<file path="src/logic/ddc_consts.vh">
// Register offsets, field positions, reset values and codes for the datapath configuration bank.
`ifndef DDC_CONSTS_VH
`define DDC_CONSTS_VH
// ************************************************************
// Register byte addresses (printed index times four).
// ************************************************************
`define DDC_IDX_RUN        12'h100
`define DDC_IDX_CHAN       12'h101
`define DDC_IDX_FMT        12'h106
`define DDC_IDX_TERM       12'h107
`define DDC_IDX_DITH       12'h140
`define DDC_ADDR_RUN       14'h0400
`define DDC_ADDR_CHAN      14'h0404
`define DDC_ADDR_FMT       14'h0418
`define DDC_ADDR_TERM      14'h041C
`define DDC_ADDR_DITH      14'h0500
`define DDC_ADDR_STAT      14'h0600
// ************************************************************
// Reset values.
// ************************************************************
`define DDC_RST_RUN        8'h00
`define DDC_RST_CHAN       8'h02
`define DDC_RST_FMT        8'h00
`define DDC_RST_TERM       8'h01
`define DDC_RST_DITH       8'h00
// ************************************************************
// Field positions.
// ************************************************************
`define DDC_RUN_BIT        0
`define DDC_CHB_HI         7
`define DDC_CHB_LO         6
`define DDC_CHA_HI         5
`define DDC_CHA_LO         4
`define DDC_BANK_HI        1
`define DDC_BANK_LO        0
`define DDC_RES_HI         6
`define DDC_RES_LO         4
`define DDC_LSBSYNC_BIT    0
`define DDC_TERM_BIT       0
`define DDC_DITB_HI        3
`define DDC_DITB_LO        2
`define DDC_DITA_HI        1
`define DDC_DITA_LO        0
// ************************************************************
// Source codes.
// ************************************************************
`define DDC_SRC_OFF        2'h0
`define DDC_SRC_LVDS       2'h1
`define DDC_SRC_OSC        2'h2
`define DDC_SRC_CONST      2'h3
`endif

</file>
<file path="src/logic/ddc_sync3.v">
// Three-flop input synchroniser with agreement check.
`timescale 1ns/100ps
`default_nettype none
module ddc_sync3 (
  // Clock and reset.
  input  wire clk,
  input  wire nrst,
  // Data.
  input  wire din,
  output reg  dout_q
);
  reg s1_q;
  reg s2_q;
  reg s3_q;
  always @(posedge clk or negedge nrst) begin
    if (!nrst) begin
      // Stages reset to the idle high level of the pin, so no false sync follows reset.
      s1_q   <= 1'b1;
      s2_q   <= 1'b1;
      s3_q   <= 1'b1;
      dout_q <= 1'b1;
    end else begin
      s1_q <= din;
      s2_q <= s1_q;
      s3_q <= s2_q;
      if (s2_q == s3_q) begin
        dout_q <= s3_q;
      end
    end
  end
endmodule
`default_nettype wire

</file>
<file path="src/logic/ddc_dither.v">
// Per-channel dither span decoder.
`timescale 1ns/100ps
`default_nettype none
module ddc_dither (
  // Clock and reset.
  input  wire       clk,
  input  wire       nrst,
  // Level in.
  input  wire [1:0] level,
  // Span out, as signed LSB bounds.
  output reg  [3:0] span_hi_q,
  output reg  [3:0] span_lo_q
);
  always @(posedge clk or negedge nrst) begin
    if (!nrst) begin
      span_hi_q <= 4'h0;
      span_lo_q <= 4'h0;
    end else begin
      case (level)
        2'h0: begin
          span_hi_q <= 4'h0;
          span_lo_q <= 4'h0;
        end
        2'h1: begin
          span_hi_q <= 4'h1;
          span_lo_q <= 4'hE;
        end
        2'h2: begin
          span_hi_q <= 4'h3;
          span_lo_q <= 4'hC;
        end
        default: begin
          span_hi_q <= 4'h7;
          span_lo_q <= 4'h8;
        end
      endcase
    end
  end
endmodule
`default_nettype wire

</file>
<file path="src/logic/ddc_regs.v">
// APB register bank for the converter datapath configuration.
// How it works
// Run bit one lets the datapath work and zero holds it in reset.
// Software raises the run bit only with fuse load complete and the oscillator stopped.
// Software sets the run bit only after all other configuration is done.
// Software changes the channel configuration only while the run bit is zero.
// Channel B source code 0 powers it down, 1 LVDS, 2 oscillator, 3 register constant.
// Channel A source uses the same coding as channel B.
// Bank count selects 1, 2 or 4 banks, 3 reserved, and with dual clock mode sets max rate; max_rate_sel_q follows dual_clock_mode_on alone.
// Software avoids transmitting with bank count 2 and dual clock mode on.
// Width field 0 to 3 gives 12 to 9 bits and anything higher gives 8 bits.
// Low-bit-as-sync takes sync from the data LSB and ignores the sync pin.
// Termination bit connects 100 Ohm across each LVDS pair.
// Software writes dither only while the affected transmit enables are low.
// Dither field 0 none, 1 +1/-2, 2 +3/-4, 3 +7/-8 LSB.
// Datapath reset releases on the cycle after the run bit is written to one.
`timescale 1ns/100ps
`default_nettype none
`include "ddc_consts.vh"
module ddc_regs (
  // Clock and reset.
  input  wire        clk,
  input  wire        nrst,
  // APB slave.
  input  wire        psel,
  input  wire        penable,
  input  wire        pwrite,
  input  wire [13:0] paddr,
  input  wire [31:0] pwdata,
  input  wire [3:0]  pstrb,
  output wire        pready,
  output reg  [31:0] prdata,
  output wire        pslverr,
  // Device status.
  input  wire        fuse_load_complete,
  input  wire        oscillator_run,
  input  wire        dual_clock_mode_on,
  input  wire        transmit_on_a,
  input  wire        transmit_on_b,
  // LVDS sync.
  input  wire        sync_n,
  input  wire        lvds_data_lsb,
  // Datapath control.
  output reg         datapath_rst_n_q,
  output reg         chan_a_power_q,
  output reg         chan_b_power_q,
  output reg  [1:0]  chan_a_source_q,
  output reg  [1:0]  chan_b_source_q,
  output reg  [2:0]  bank_count_q,
  output reg         max_rate_sel_q,
  output reg  [3:0]  input_bits_q,
  output reg         sync_q,
  output reg         term_on_q,
  output wire [3:0]  chan_a_dither_hi,
  output wire [3:0]  chan_a_dither_lo,
  output wire [3:0]  chan_b_dither_hi,
  output wire [3:0]  chan_b_dither_lo
);
  // ************************************************************
  // Address decode.
  // ************************************************************
  function [2:0] dec;
    input [13:0] a;
    begin
      case (a)
        `DDC_ADDR_RUN:  dec = 3'h1;
        `DDC_ADDR_CHAN: dec = 3'h2;
        `DDC_ADDR_FMT:  dec = 3'h3;
        `DDC_ADDR_TERM: dec = 3'h4;
        `DDC_ADDR_DITH: dec = 3'h5;
        `DDC_ADDR_STAT: dec = 3'h6;
        default:        dec = 3'h0;
      endcase
    end
  endfunction

  reg  [7:0] run_q;
  reg  [7:0] chan_q;
  reg  [7:0] fmt_q;
  reg  [7:0] term_q;
  reg  [7:0] dith_q;
  wire [2:0] sel   = dec(paddr);
  wire       acc   = psel && penable;
  wire       wr    = acc && pwrite && pstrb[0];
  wire       sync_pin_n;

  assign pready  = 1'b1;
  assign pslverr = acc && (sel == 3'h0);

  // ************************************************************
  // Register writes.
  // ************************************************************
  always @(posedge clk or negedge nrst) begin
    if (!nrst) begin
      run_q  <= `DDC_RST_RUN;
      chan_q <= `DDC_RST_CHAN;
      fmt_q  <= `DDC_RST_FMT;
      term_q <= `DDC_RST_TERM;
      dith_q <= `DDC_RST_DITH;
    end else if (wr) begin
      case (sel)
        3'h1: run_q <= pwdata[7:0];
        3'h2: chan_q <= pwdata[7:0];
        3'h3: fmt_q <= pwdata[7:0];
        3'h4: term_q <= pwdata[7:0];
        3'h5: dith_q <= pwdata[7:0];
        default: run_q <= run_q;
      endcase
    end
  end

  // ************************************************************
  // Read data.
  // ************************************************************
  always @* begin
    case (sel)
      3'h1: prdata = {24'h000000, run_q};
      3'h2: prdata = {24'h000000, chan_q};
      3'h3: prdata = {24'h000000, fmt_q};
      3'h4: prdata = {24'h000000, term_q};
      3'h5: prdata = {24'h000000, dith_q};
      3'h6: prdata = {27'h0000000, sync_q, dual_clock_mode_on, oscillator_run,
                      fuse_load_complete, datapath_rst_n_q};
      default: prdata = 32'h00000000;
    endcase
  end

  // ************************************************************
  // Datapath control decode.
  // ************************************************************
  ddc_sync3 u_sync (
    .clk    (clk),
    .nrst   (nrst),
    .din    (sync_n),
    .dout_q (sync_pin_n)
  );

  always @(posedge clk or negedge nrst) begin
    if (!nrst) begin
      datapath_rst_n_q <= 1'b0;
      chan_a_power_q   <= 1'b0;
      chan_b_power_q   <= 1'b0;
      chan_a_source_q  <= `DDC_SRC_OFF;
      chan_b_source_q  <= `DDC_SRC_OFF;
      bank_count_q     <= 3'h4;
      max_rate_sel_q   <= 1'b0;
      input_bits_q     <= 4'hC;
      sync_q           <= 1'b0;
      term_on_q        <= 1'b1;
    end else begin
      datapath_rst_n_q <= run_q[`DDC_RUN_BIT];
      chan_b_source_q  <= chan_q[`DDC_CHB_HI:`DDC_CHB_LO];
      chan_b_power_q   <= chan_q[`DDC_CHB_HI:`DDC_CHB_LO] != `DDC_SRC_OFF;
      chan_a_source_q  <= chan_q[`DDC_CHA_HI:`DDC_CHA_LO];
      chan_a_power_q   <= chan_q[`DDC_CHA_HI:`DDC_CHA_LO] != `DDC_SRC_OFF;
      case (chan_q[`DDC_BANK_HI:`DDC_BANK_LO])
        2'h0: bank_count_q <= 3'h1;
        2'h1: bank_count_q <= 3'h2;
        2'h2: bank_count_q <= 3'h4;
        default: bank_count_q <= 3'h0;
      endcase
      max_rate_sel_q <= dual_clock_mode_on;
      case (fmt_q[`DDC_RES_HI:`DDC_RES_LO])
        3'h0: input_bits_q <= 4'hC;
        3'h1: input_bits_q <= 4'hB;
        3'h2: input_bits_q <= 4'hA;
        3'h3: input_bits_q <= 4'h9;
        default: input_bits_q <= 4'h8;
      endcase
      if (fmt_q[`DDC_LSBSYNC_BIT]) begin
        sync_q <= lvds_data_lsb;
      end else begin
        sync_q <= !sync_pin_n;
      end
      term_on_q <= term_q[`DDC_TERM_BIT];
    end
  end

  // ************************************************************
  // Dither decode per channel.
  // ************************************************************
  ddc_dither u_dith_a (
    .clk       (clk),
    .nrst      (nrst),
    .level     (dith_q[`DDC_DITA_HI:`DDC_DITA_LO]),
    .span_hi_q (chan_a_dither_hi),
    .span_lo_q (chan_a_dither_lo)
  );

  ddc_dither u_dith_b (
    .clk       (clk),
    .nrst      (nrst),
    .level     (dith_q[`DDC_DITB_HI:`DDC_DITB_LO]),
    .span_hi_q (chan_b_dither_hi),
    .span_lo_q (chan_b_dither_lo)
  );

  wire unused_ok = &{1'b0, transmit_on_a, transmit_on_b, pwdata[31:8], pstrb[3:1]};
endmodule
`default_nettype wire

</file>
<file path="config.mk">
export PLATFORM = sky130hd
export DESIGN_NAME = ddc_regs
export DESIGN_NICKNAME = d
export VERILOG_FILES = /design/src/logic/ddc_sync3.v /design/src/logic/ddc_dither.v /design/src/logic/ddc_regs.v
export VERILOG_INCLUDE_DIRS = /design/src /design/src/logic
export SDC_FILE = /design/constraint.sdc
export NUM_CORES = 1
export LEC_CHECK = 0
export CELL_PAD_IN_SITES_DETAIL_PLACEMENT = 1
export CELL_PAD_IN_SITES_GLOBAL_PLACEMENT = 2
export CORE_UTILIZATION = 30
export DETAILED_ROUTE_END_ITERATION = 8
export DONT_BUFFER_PORTS = 1
export GPL_TIMING_DRIVEN = 0
export HOLD_SLACK_MARGIN = 0.12
export PLACE_DENSITY = 0.65
export RECOVER_POWER = 50
export SLEW_MARGIN = 20
export SYNTH_ARGS = -nofsm -noshare
export SYNTH_HDL_FRONTEND = slang
export SYNTH_HIERARCHICAL = 1
export SYNTH_SLANG_ARGS = --single-unit
</file>
<file path="constraint.sdc">
create_clock -name clk -period 3.64 [get_ports clk]
set_input_delay 0.364 -clock clk [delete_from_list [all_inputs] [get_ports clk]]
set_output_delay 0.364 -clock clk [all_outputs]
set_load 0.02 [all_outputs]
</file>
==> reports/qor.txt, run 1 <==
Status: complete, but fails checks
Failing checks: capacitance limit, slew limit
Reg clk slew, reported paths: 0.08 ns
VDD IR-drop max: 0.000185 V
Clk_lat worst skew: 0.35 ns
# diodes: 0
Syn Area/Cell: 12.7 um2
Yosys top cell area share: 46.4%
Total CTS buffers: 9
CTS tree: done
Initial core utilization: 31.4%
Chip height: 107 um
Core area: 0.0105 mm2
Seq cells post-synth: 70
Mapped cell area: 0.00329 mm2
Commonest cells after routing, fill and taps aside: 61 x dfrtp_1, 40 x mux2_2, 33 x buf_4
Worst-path fanout max: 8
Number of synthesized flops with an enable pin: 0
GRT Resource Usage Total: 14.2%
Routed vias/inst: 4.59
CTS H-tree depth: 3
IO buf count: 0
Number of remaining DRC errors: 0
Synth Area in Compound Gates: 4.26%
Die width: 107 um
Max-cap check violation count: 1
Fin. Hold Viols: 0
Combinational family with the most area after synthesis: multiplexers
DR WL/cell: 17.2 um
Crit path DAT: 2.06 ns
CP startpoint kind: input pin
Synth area leader: dfrtp_1
Largest net degree at the start of global routing: 71
Via count: 2024
First-pass GRT wire length: 11700 um
Setup violators final: 0
Worst slew margin: -16.4%
Vias in the first global route: 2028
Seq/Total Area, Yosys: 53.6%
Cell variety after synth: 47
CTS resizes: 0
Tot Pwr: 1610 uW
Root Buffer: clkbuf_8
Drt initial violations: 27
Initial DRT Pass Iterations: 4
Post-CTS setup buffers: 0
Post-route clock period utilization: 66.6%
Clock sink count: 70
Post-Synth Simple-Gate Area: 10.2%
Filler Cells Inserted: 1153
Antenna-violating nets left: 0
DP Area: 0.00356 mm2
Register area: 0.00176 mm2
Setup CP Type: input pin to primary output
Tmin final: 2.42 ns
R2R Setup Slk: 2.57 ns
Hold_ws: 0.147 ns
Yosys warns: 6
Adder-Cell Fraction of Synth Area: 3.39%
Reg2Reg Depth: 3
Top cells by area, synth: dfrtp_1 46%, mux2_2 14%, buf_4 7.5%
Area grow syn2layout: 15.9%
Setup Skew: 0.00716 ns
TNS Setup: 0 ns
Layout cells sized above 1: 34.4%
Io pins: 129
Clock buffer depth: 2
Commonest non-fill, non-tap cell in the layout: dfrtp_1
Multiplexer area fraction after synthesis: 18.6%
GPL Wtd Cong: 0.698
Crit end category: primary output
Die Area: 0.0114 mm2
DP Wirelength: 5310 um
XOR/XNOR share of the synthesized area: 0.533%
PD cells: 421 mW/mm2
Antenna violations before repair: 0
Hold_buf cts: 4
Fraction of registers with async set/reset: 100%
Nets: 370
Hold Crit Depth: 2
GRT overflow: 0
Max Freq: 413 MHz
Synth Flop Type: dfrtp_1
Final slew viol count: 71
Finished Cell Area: 0.00381 mm2
Critical path data required time: 3.28 ns
Area of the multi-input gates: 0.00133 mm2
Slew @ Worst Pin: 1.75 ns
Static leakage: 0.00192 uW
Row count: 37
Cells after Synth: 259
RSZ-0062 raised after global routing: false
Post-Route WL: 7580 um
Worst min path class: input pin to register
==> per-layer routing <==
metal / global-route usage (%) / part of all wire, %
met3: 4.19 / 6.5
met2: 21.8 / 46
met1: 18.0 / 45
met5: 0 / 0
met4: 7.05 / 1.9
==> stage by stage <==
stage,instances,setup WS [ns],util [%]
2_1_floorplan,285,1.53,-
6_report,441,1.22,36.5
3_3_place_gp,421,1.14,34.0
4_1_cts,441,1.15,36.7
3_5_place_dp,421,1.15,34.0
5_1_grt,441,1.06,36.5
==> cell type report <==
cell class / count / area share (%)
plain buffers: 38 / 7.05
clock buffers: 11 / 3.71
clock inverters: 5 / 2.13
inverters: 7 / 0.689
multi-input cells: 170 / 34.8
flip-flops and latches: 70 / 46.2
well taps: 136 / 4.46
repair buffers: 4 / 0.919
==> registers in the layout, summed over array words and instances, names as in the netlist, 8 cells and up <==
name,count
chan_q,8
fmt_q,8
dith_q,8
term_q,8
run_q,8
==> worst max-delay path, cell delays in order <==
cell and delay, ns:
clkbuf_1 0.30, nor4b_1 0.47, and4_1 0.26, clkbuf_1 0.30
nand2_1 0.10, o211ai_1 0.26
==> report_power, final <==
| group | switching, uW | total [uW] | internal (uW) |
|---|---|---|---|
| Combinational | 66.1 | 102 | 35.9 |
| Sequential | 4.92 | 788 | 783 |
| Clock | 310 | 716 | 406 |
| Total | 381 | 1610 | 1230 |
==> cells in the mapped netlist, types with 3 or more instances <==
master	number
nor4_1	3
or2_2	3
nand2_1	9
conb_1	4
mux2i_1	16
mux2_2	40
o22ai_1	3
dfstp_2	9
nand3_1	4
ha_1	8
dfrtp_1	61
o221ai_1	3
inv_1	7
nor2b_1	3
a21oi_1	3
nor2_1	8
nor3_1	4
buf_4	33
==> kinds of logic (layout without fill, tap and decap cells) <==
| logic type | Yosys count | in the layout |
|---|---|---|
| buffers and inverters | 45 | 65 |
| adders and majority gates | 9 | 9 |
| DFF | 70 | 70 |
| and+or+nand+nor | 54 | 54 |
| other | 4 | 30 |
| AOI/OAI and AO/OA | 19 | 19 |
| xor gates and xnor gates | 2 | 2 |
| muxes | 56 | 56 |
==> final timing paths <==
path | from | to
setup / recovery | paddr[8] | prdata[1]
hold / removal | lvds_data_lsb | sync_q$_DFF_PN0_
setup reg to reg | dith_q[2]$_DFFE_PN0P_ | u_dith_b/span_hi_q[1]$_DFF_PN0_
hold reg to reg | u_sync/s1_q$_DFF_PN1_ | u_sync/s2_q$_DFF_PN1_
max in group asynchronous | nrst | term_q[5]$_DFFE_PN0P_
min in group asynchronous | nrst | chan_b_source_q[1]$_DFF_PN0_
Power figures use the tool's default switching activity.
==> inputs of run 2 (changes only) <==
==> constraint.sdc (replaced) <==
create_clock -name clk -period 2.32 [get_ports clk]
set_input_delay 0.232 -clock clk [delete_from_list [all_inputs] [get_ports clk]]
set_output_delay 0.232 -clock clk [all_outputs]
set_load 0.02 [all_outputs]
==> run 2 against run 1 <==
Effect of this change: the flow still finishes with violations (capacitance limit, slew limit); global-route usage unchanged; critical path depth down 2; highest routed layer unchanged; flip-flop and latch count unchanged; largest power group unchanged; critical path type unchanged; worst hold slack better by 0.22 ns; cell area up 2.5%; sequential power up 57%; largest cell class unchanged; non-clock buffer count up 9; register-to-register slack worse by 1.3 ns; core utilization up 0.92 points.
==> reports/qor.txt, run 2 (synthesis results as in run 1) <==
Status: complete, but fails checks
Failing checks: capacitance limit, slew limit
DR WL/cell: 16.8 um
Commonest non-fill, non-tap cell in the layout: dfrtp_1
Placement Setup Slack: -0.0333 ns
DP Wirelength: 5310 um
Crit path DAT: 1.93 ns
Antenna-violating nets left: 0
Critical path data required time: 2.09 ns
Nets: 379
Post-Route WL: 7570 um
Post-route clock period utilization: 93.1%
CTS H-tree depth: 3
Setup CP Type: input pin to primary output
Worst min path class: register to register
Final slew viol count: 71
Critical Path, Cell by Cell: or4_1 -> nor3_1 -> nand3_1 -> o221ai_1
Vias in the first global route: 2084
Clock sink count: 70
Tmin final: 2.16 ns
Max Freq: 463 MHz
Slowest-stage cell, CP: o221ai_1
GRT Resource Usage Total: 14.2%
Slew @ Worst Pin: 1.58 ns
Number of remaining DRC errors: 0
Hold wc startpoint: u_sync/s1_q$_DFF_PN1_
Post-CTS setup buffers: 0
RSZ-0062 raised after global routing: false
Final WS setup: 0.159 ns
Reg clk slew, reported paths: 0.08 ns
Area grow syn2layout: 18.9%
# diodes: 0
Antenna violations before repair: 0
CP startpoint kind: input pin
Clock buffer depth: 2
Row count: 37
IO buf count: 0
PD cells: 650 mW/mm2
Placed insts: 421
Fin. Hold Viols: 0
Die width: 107 um
Setup Skew: 0.00693 ns
Io pins: 129
GPL Wtd Cong: 0.698
Worst slew margin: -5.13%
Root Buffer: clkbuf_8
Initial core utilization: 31.4%
Drt initial violations: 36
Static leakage: 0.00196 uW
Filler Cells Inserted: 1150
CTS tree: done
Commonest cells after routing, fill and taps aside: 61 x dfrtp_1, 40 x mux2_2, 33 x buf_4
Crit end category: primary output
Core area: 0.0105 mm2
Max-cap check violation count: 1
Via count: 2071
Initial DRT Pass Iterations: 4
First-pass GRT wire length: 11800 um
Reg2reg start: dith_q[2]$_DFFE_PN0P_
Total CTS buffers: 9
Setup violators final: 0
Clk_lat worst skew: 0.35 ns
Worst-path fanout max: 4
Setup crit start: paddr[1]
CP peak stage delay: 0.61 ns
Chip height: 107 um
Layout cells sized above 1: 33.8%
Die Area: 0.0114 mm2
GRT overflow: 0
Non-filler instance count after layout: 450
Largest net degree at the start of global routing: 71
Routed vias/inst: 4.60
VDD IR-drop max: 0.000291 V
run 2: cell types whose count changed in the layout (fill, tap and decap cells not counted), sizes merged:
cell         delta
dlygate4sd3     +9
buf             +1
clkbuf          -1
run 2: worst max-delay path, delay by kind of cell:
family           cells  cell delay, ns
AO/OA/AOI/OAI        1            0.61
AND/OR/NAND/NOR      3            1.09
run 2: final cells by class:
| cell class | count | area (um2) | share of cell area (%) |
|---|---|---|---|
| Clock buffer | 11 | 141 | 3.62 |
| Tap cell | 136 | 170 | 4.35 |
| Inverter | 7 | 26.3 | 0.672 |
| Sequential cell | 70 | 1760 | 45.1 |
| Buffer | 38 | 269 | 6.88 |
| Timing Repair Buffer | 13 | 125 | 3.20 |
| Clock inverter | 5 | 81.3 | 2.08 |
| Multi-Input combinational cell | 170 | 1330 | 34.1 |
run 2: metal layers:
| metal | routed length [um] | GRT usage (%) | share of wire, % | vias up |
|---|---|---|---|---|
| li1 | - | - | - | 951 |
| met1 | 3460 | 18.1 | 46 | 1039 |
| met2 | 3490 | 21.9 | 46 | 71 |
| met3 | 478 | 3.95 | 6.3 | 10 |
| met4 | 142 | 7.05 | 1.9 | 0 |
| met5 | 0 | 0 | 0 | - |
run 2: path summary, 6_finish.rpt:
check | depth (start not counted) | slack (ns) | to
hold reg to reg | 0 | 0.37 | u_sync/s2_q$_DFF_PN1_
max in group asynchronous | 2 | 0.54 | term_q[5]$_DFFE_PN0P_
hold / removal | 0 | 0.37 | u_sync/s2_q$_DFF_PN1_
min in group asynchronous | 2 | 0.82 | chan_b_source_q[1]$_DFF_PN0_
setup reg to reg | 3 | 1.26 | u_dith_b/span_hi_q[1]$_DFF_PN0_
setup / recovery | 4 | 0.16 | prdata[4]
run 2: power breakdown:
group	switching (uW)	internal [uW]
sequential	7.72	1230
combinational	114	66.9
clock	487	637
run 2: stage by stage:
stage / util (%) / TNS, ns / cell area (um2) / power, uW / hold WS (ns)
2_1_floorplan: - / 0 / 3390 / 1380 / -0.0636
3_3_place_gp: 34.0 / -0.130 / 3560 / 1390 / -0.0624
3_5_place_dp: 34.0 / -0.205 / 3560 / 1390 / -0.0623
4_1_cts: 37.5 / 0 / 3930 / 2600 / 0.360
5_1_grt: 37.4 / 0 / 3910 / 2650 / 0.372
6_report: 37.4 / 0 / 3910 / 2540 / 0.365
run 2: timing repair:
item | in CTS | in global routing
hold endpoints to repair | 113 | 0
resized for setup | 0 | 1
hold buffers | 13 | 0
setup endpoints to repair | 0 | 1
==> inputs of run 3 (changes only) <==
==> constraint.sdc (replaced) <==
create_clock -name clk -period 2.32 [get_ports clk]
set_input_delay 0.464 -clock clk [delete_from_list [all_inputs] [get_ports clk]]
set_output_delay 0.464 -clock clk [all_outputs]
set_load 0.02 [all_outputs]
==> run 3 against run 2 <==
Effect of this change: the flow finishes with violations (setup timing); worst hold slack worse by 0.12 ns; clock skew about the same; maximum frequency down 7.2%; flip-flop and latch count unchanged; non-clock buffer count down 7; clock power about the same; critical endpoint is now prdata[1]; largest power group unchanged.
==> reports/qor.txt, run 3 (synthesis results as in run 1) <==
Reg clk slew, reported paths: 0.08 ns
Logic pwr share: 6.7%
DP Wirelength: 5310 um
Slowest-stage cell, CP: or4_4
CTS H-tree depth: 3
Tmin final: 2.33 ns
Sw Pwr: 604 uW
Buf/Inv on CP: 0
CP startpoint kind: input pin
Clk_lat worst skew: 0.35 ns
CP peak stage delay: 0.56 ns
Post-Route WL: 7820 um
Area of the multi-input gates: 0.00146 mm2
Row count: 37
Clk network pwr share: 44.4%
Setup Skew: 0.00710 ns
Int Power: 1930 uW
Final WS setup: -0.00882 ns
Status: complete, but fails checks
GRT Resource Usage Total: 14.4%
Failing checks: setup timing
Filler Cells Inserted: 1126
Crit end category: primary output
Worst-path fanout max: 4
Setup CP Type: input pin to primary output
Routed vias/inst: 4.62
Static leakage: 0.00197 uW
Tot Pwr: 2530 uW
TNS Setup: -0.00882 ns
Nets: 372
Antenna-violating nets left: 0
Commonest cells after routing, fill and taps aside: 61 x dfrtp_1, 40 x mux2_2, 37 x buf_4
Register area: 0.00176 mm2
RSZ-0062 raised after global routing: true
Hold Crit Depth: 2
Antenna violations before repair: 0
GRT overflow: 0
Drt initial violations: 42
R2R Setup Slk: 1.23 ns
Max-cap check violation count: 0
Via count: 2045
Largest net degree at the start of global routing: 71
IO buf count: 0
Reg2reg end: u_dith_b/span_hi_q[1]$_DFF_PN0_
Setup violators final: 1
Vias in the first global route: 2053
Area grow syn2layout: 20.8%
Layout cells sized above 1: 39.4%
Clock buffer depth: 2
Critical path data required time: 1.86 ns
Fin. Hold Viols: 0
Core Util, Final: 38.0%
Die Area: 0.0114 mm2
Core area: 0.0105 mm2
Slew @ Worst Pin: 0.969 ns
Hold_ws: 0.250 ns
Chip height: 107 um
VDD IR-drop max: 0.000292 V
Worst slew margin: 35.4%
Root Buffer: clkbuf_8
Total CTS buffers: 9
Critical Path, Cell by Cell: or4_4 -> nor3_4 -> nand3_4 -> o211ai_1
Crit path DAT: 1.86 ns
CP delay by family, top: simple AND/OR/NAND/NOR gates
Final slew viol count: 0
Die width: 107 um
CTS tree: done
First-pass GRT wire length: 11900 um
Hold wc startpoint: lvds_data_lsb
Clock sink count: 70
Reg2reg start: dith_q[2]$_DFFE_PN0P_
PD cells: 637 mW/mm2
Finished Cell Area: 0.00397 mm2
DP Area: 0.00356 mm2
Sw Share: 23.9%
Sequential Power Share: 48.8%
# diodes: 0
GPL Wtd Cong: 0.698
Initial core utilization: 31.4%
Worst min path class: input pin to register
Number of remaining DRC errors: 0
DR WL/cell: 17.6 um
Initial DRT Pass Iterations: 4
Commonest non-fill, non-tap cell in the layout: dfrtp_1
Max Freq: 429 MHz
Post-route clock period utilization: 100%
Reg2Reg Depth: 3
Min-Delay Endpoint: sync_q$_DFF_PN0_
Io pins: 129
-- run 3: power groups by stage --
stage / Sequential [uW] / Combinational (uW) / Clock [uW]
after detailed placement: 1260 / 131 / 0
final: 1240 / 170 / 1130
after global routing: 1240 / 186 / 1220
after CTS: 1240 / 170 / 1170
after floorplan: 1260 / 120 / 0
after global placement: 1260 / 131 / 0
-- run 3: routing by layer --
layer  up-vias  share of wire, %  global-route usage [%]
met5         -                 0                       0
met4         0               1.9                    7.14
met3        11               6.3                    4.26
met2        70                48                    22.7
met1      1027                44                    17.9
li1        937                 -                       -
-- run 3: final cells by class --
cell class	instances	share of cell area [%]
Multi-Input combinational cell	170	36.8
Sequential cell	70	44.4
Timing Repair Buffer	7	1.51
Inverter	7	0.661
Clock buffer	11	3.56
Clock inverter	5	2.05
Tap cell	136	4.28
Buffer	37	6.77
-- run 3: what timing repair did --
item / CTS / global route
gates resized for setup: 12 / 11
hold buffers: 3 / 1
endpoints found under the hold margin: 71 / 1
endpoints found under the setup margin: 9 / 8
pin swaps: 3 / 2
cloned: 0 / 0
setup buffers: 1 / 2
-- run 3: how the worst max path moves through the flow --
stage	startpoint	slack, ns	cells past startpoint	end
after global routing	paddr[1]	-0.05	4	prdata[1]
after detailed placement	paddr[8]	-0.37	6	prdata[1]
final	paddr[1]	-0.009	4	prdata[1]
after global placement	paddr[8]	-0.38	6	prdata[1]
after CTS	paddr[1]	-0.12	4	prdata[1]
after floorplan	paddr[1]	0.009	4	prdata[2]
-- run 3: stage by stage --
step | setup slack (ns) | cells
after floorplan | 0.00918 | 285
after global placement | -0.379 | 421
after detailed placement | -0.368 | 421
after CTS | -0.118 | 440
after global routing | -0.0508 | 443
final | -0.00882 | 443
-- run 3: worst reg2reg max path, cell delays in order, from the launching register on --
cell and delay [ns]:
dfrtp_1 0.47, inv_1 0.11, ha_1 0.20, or2_1 0.20
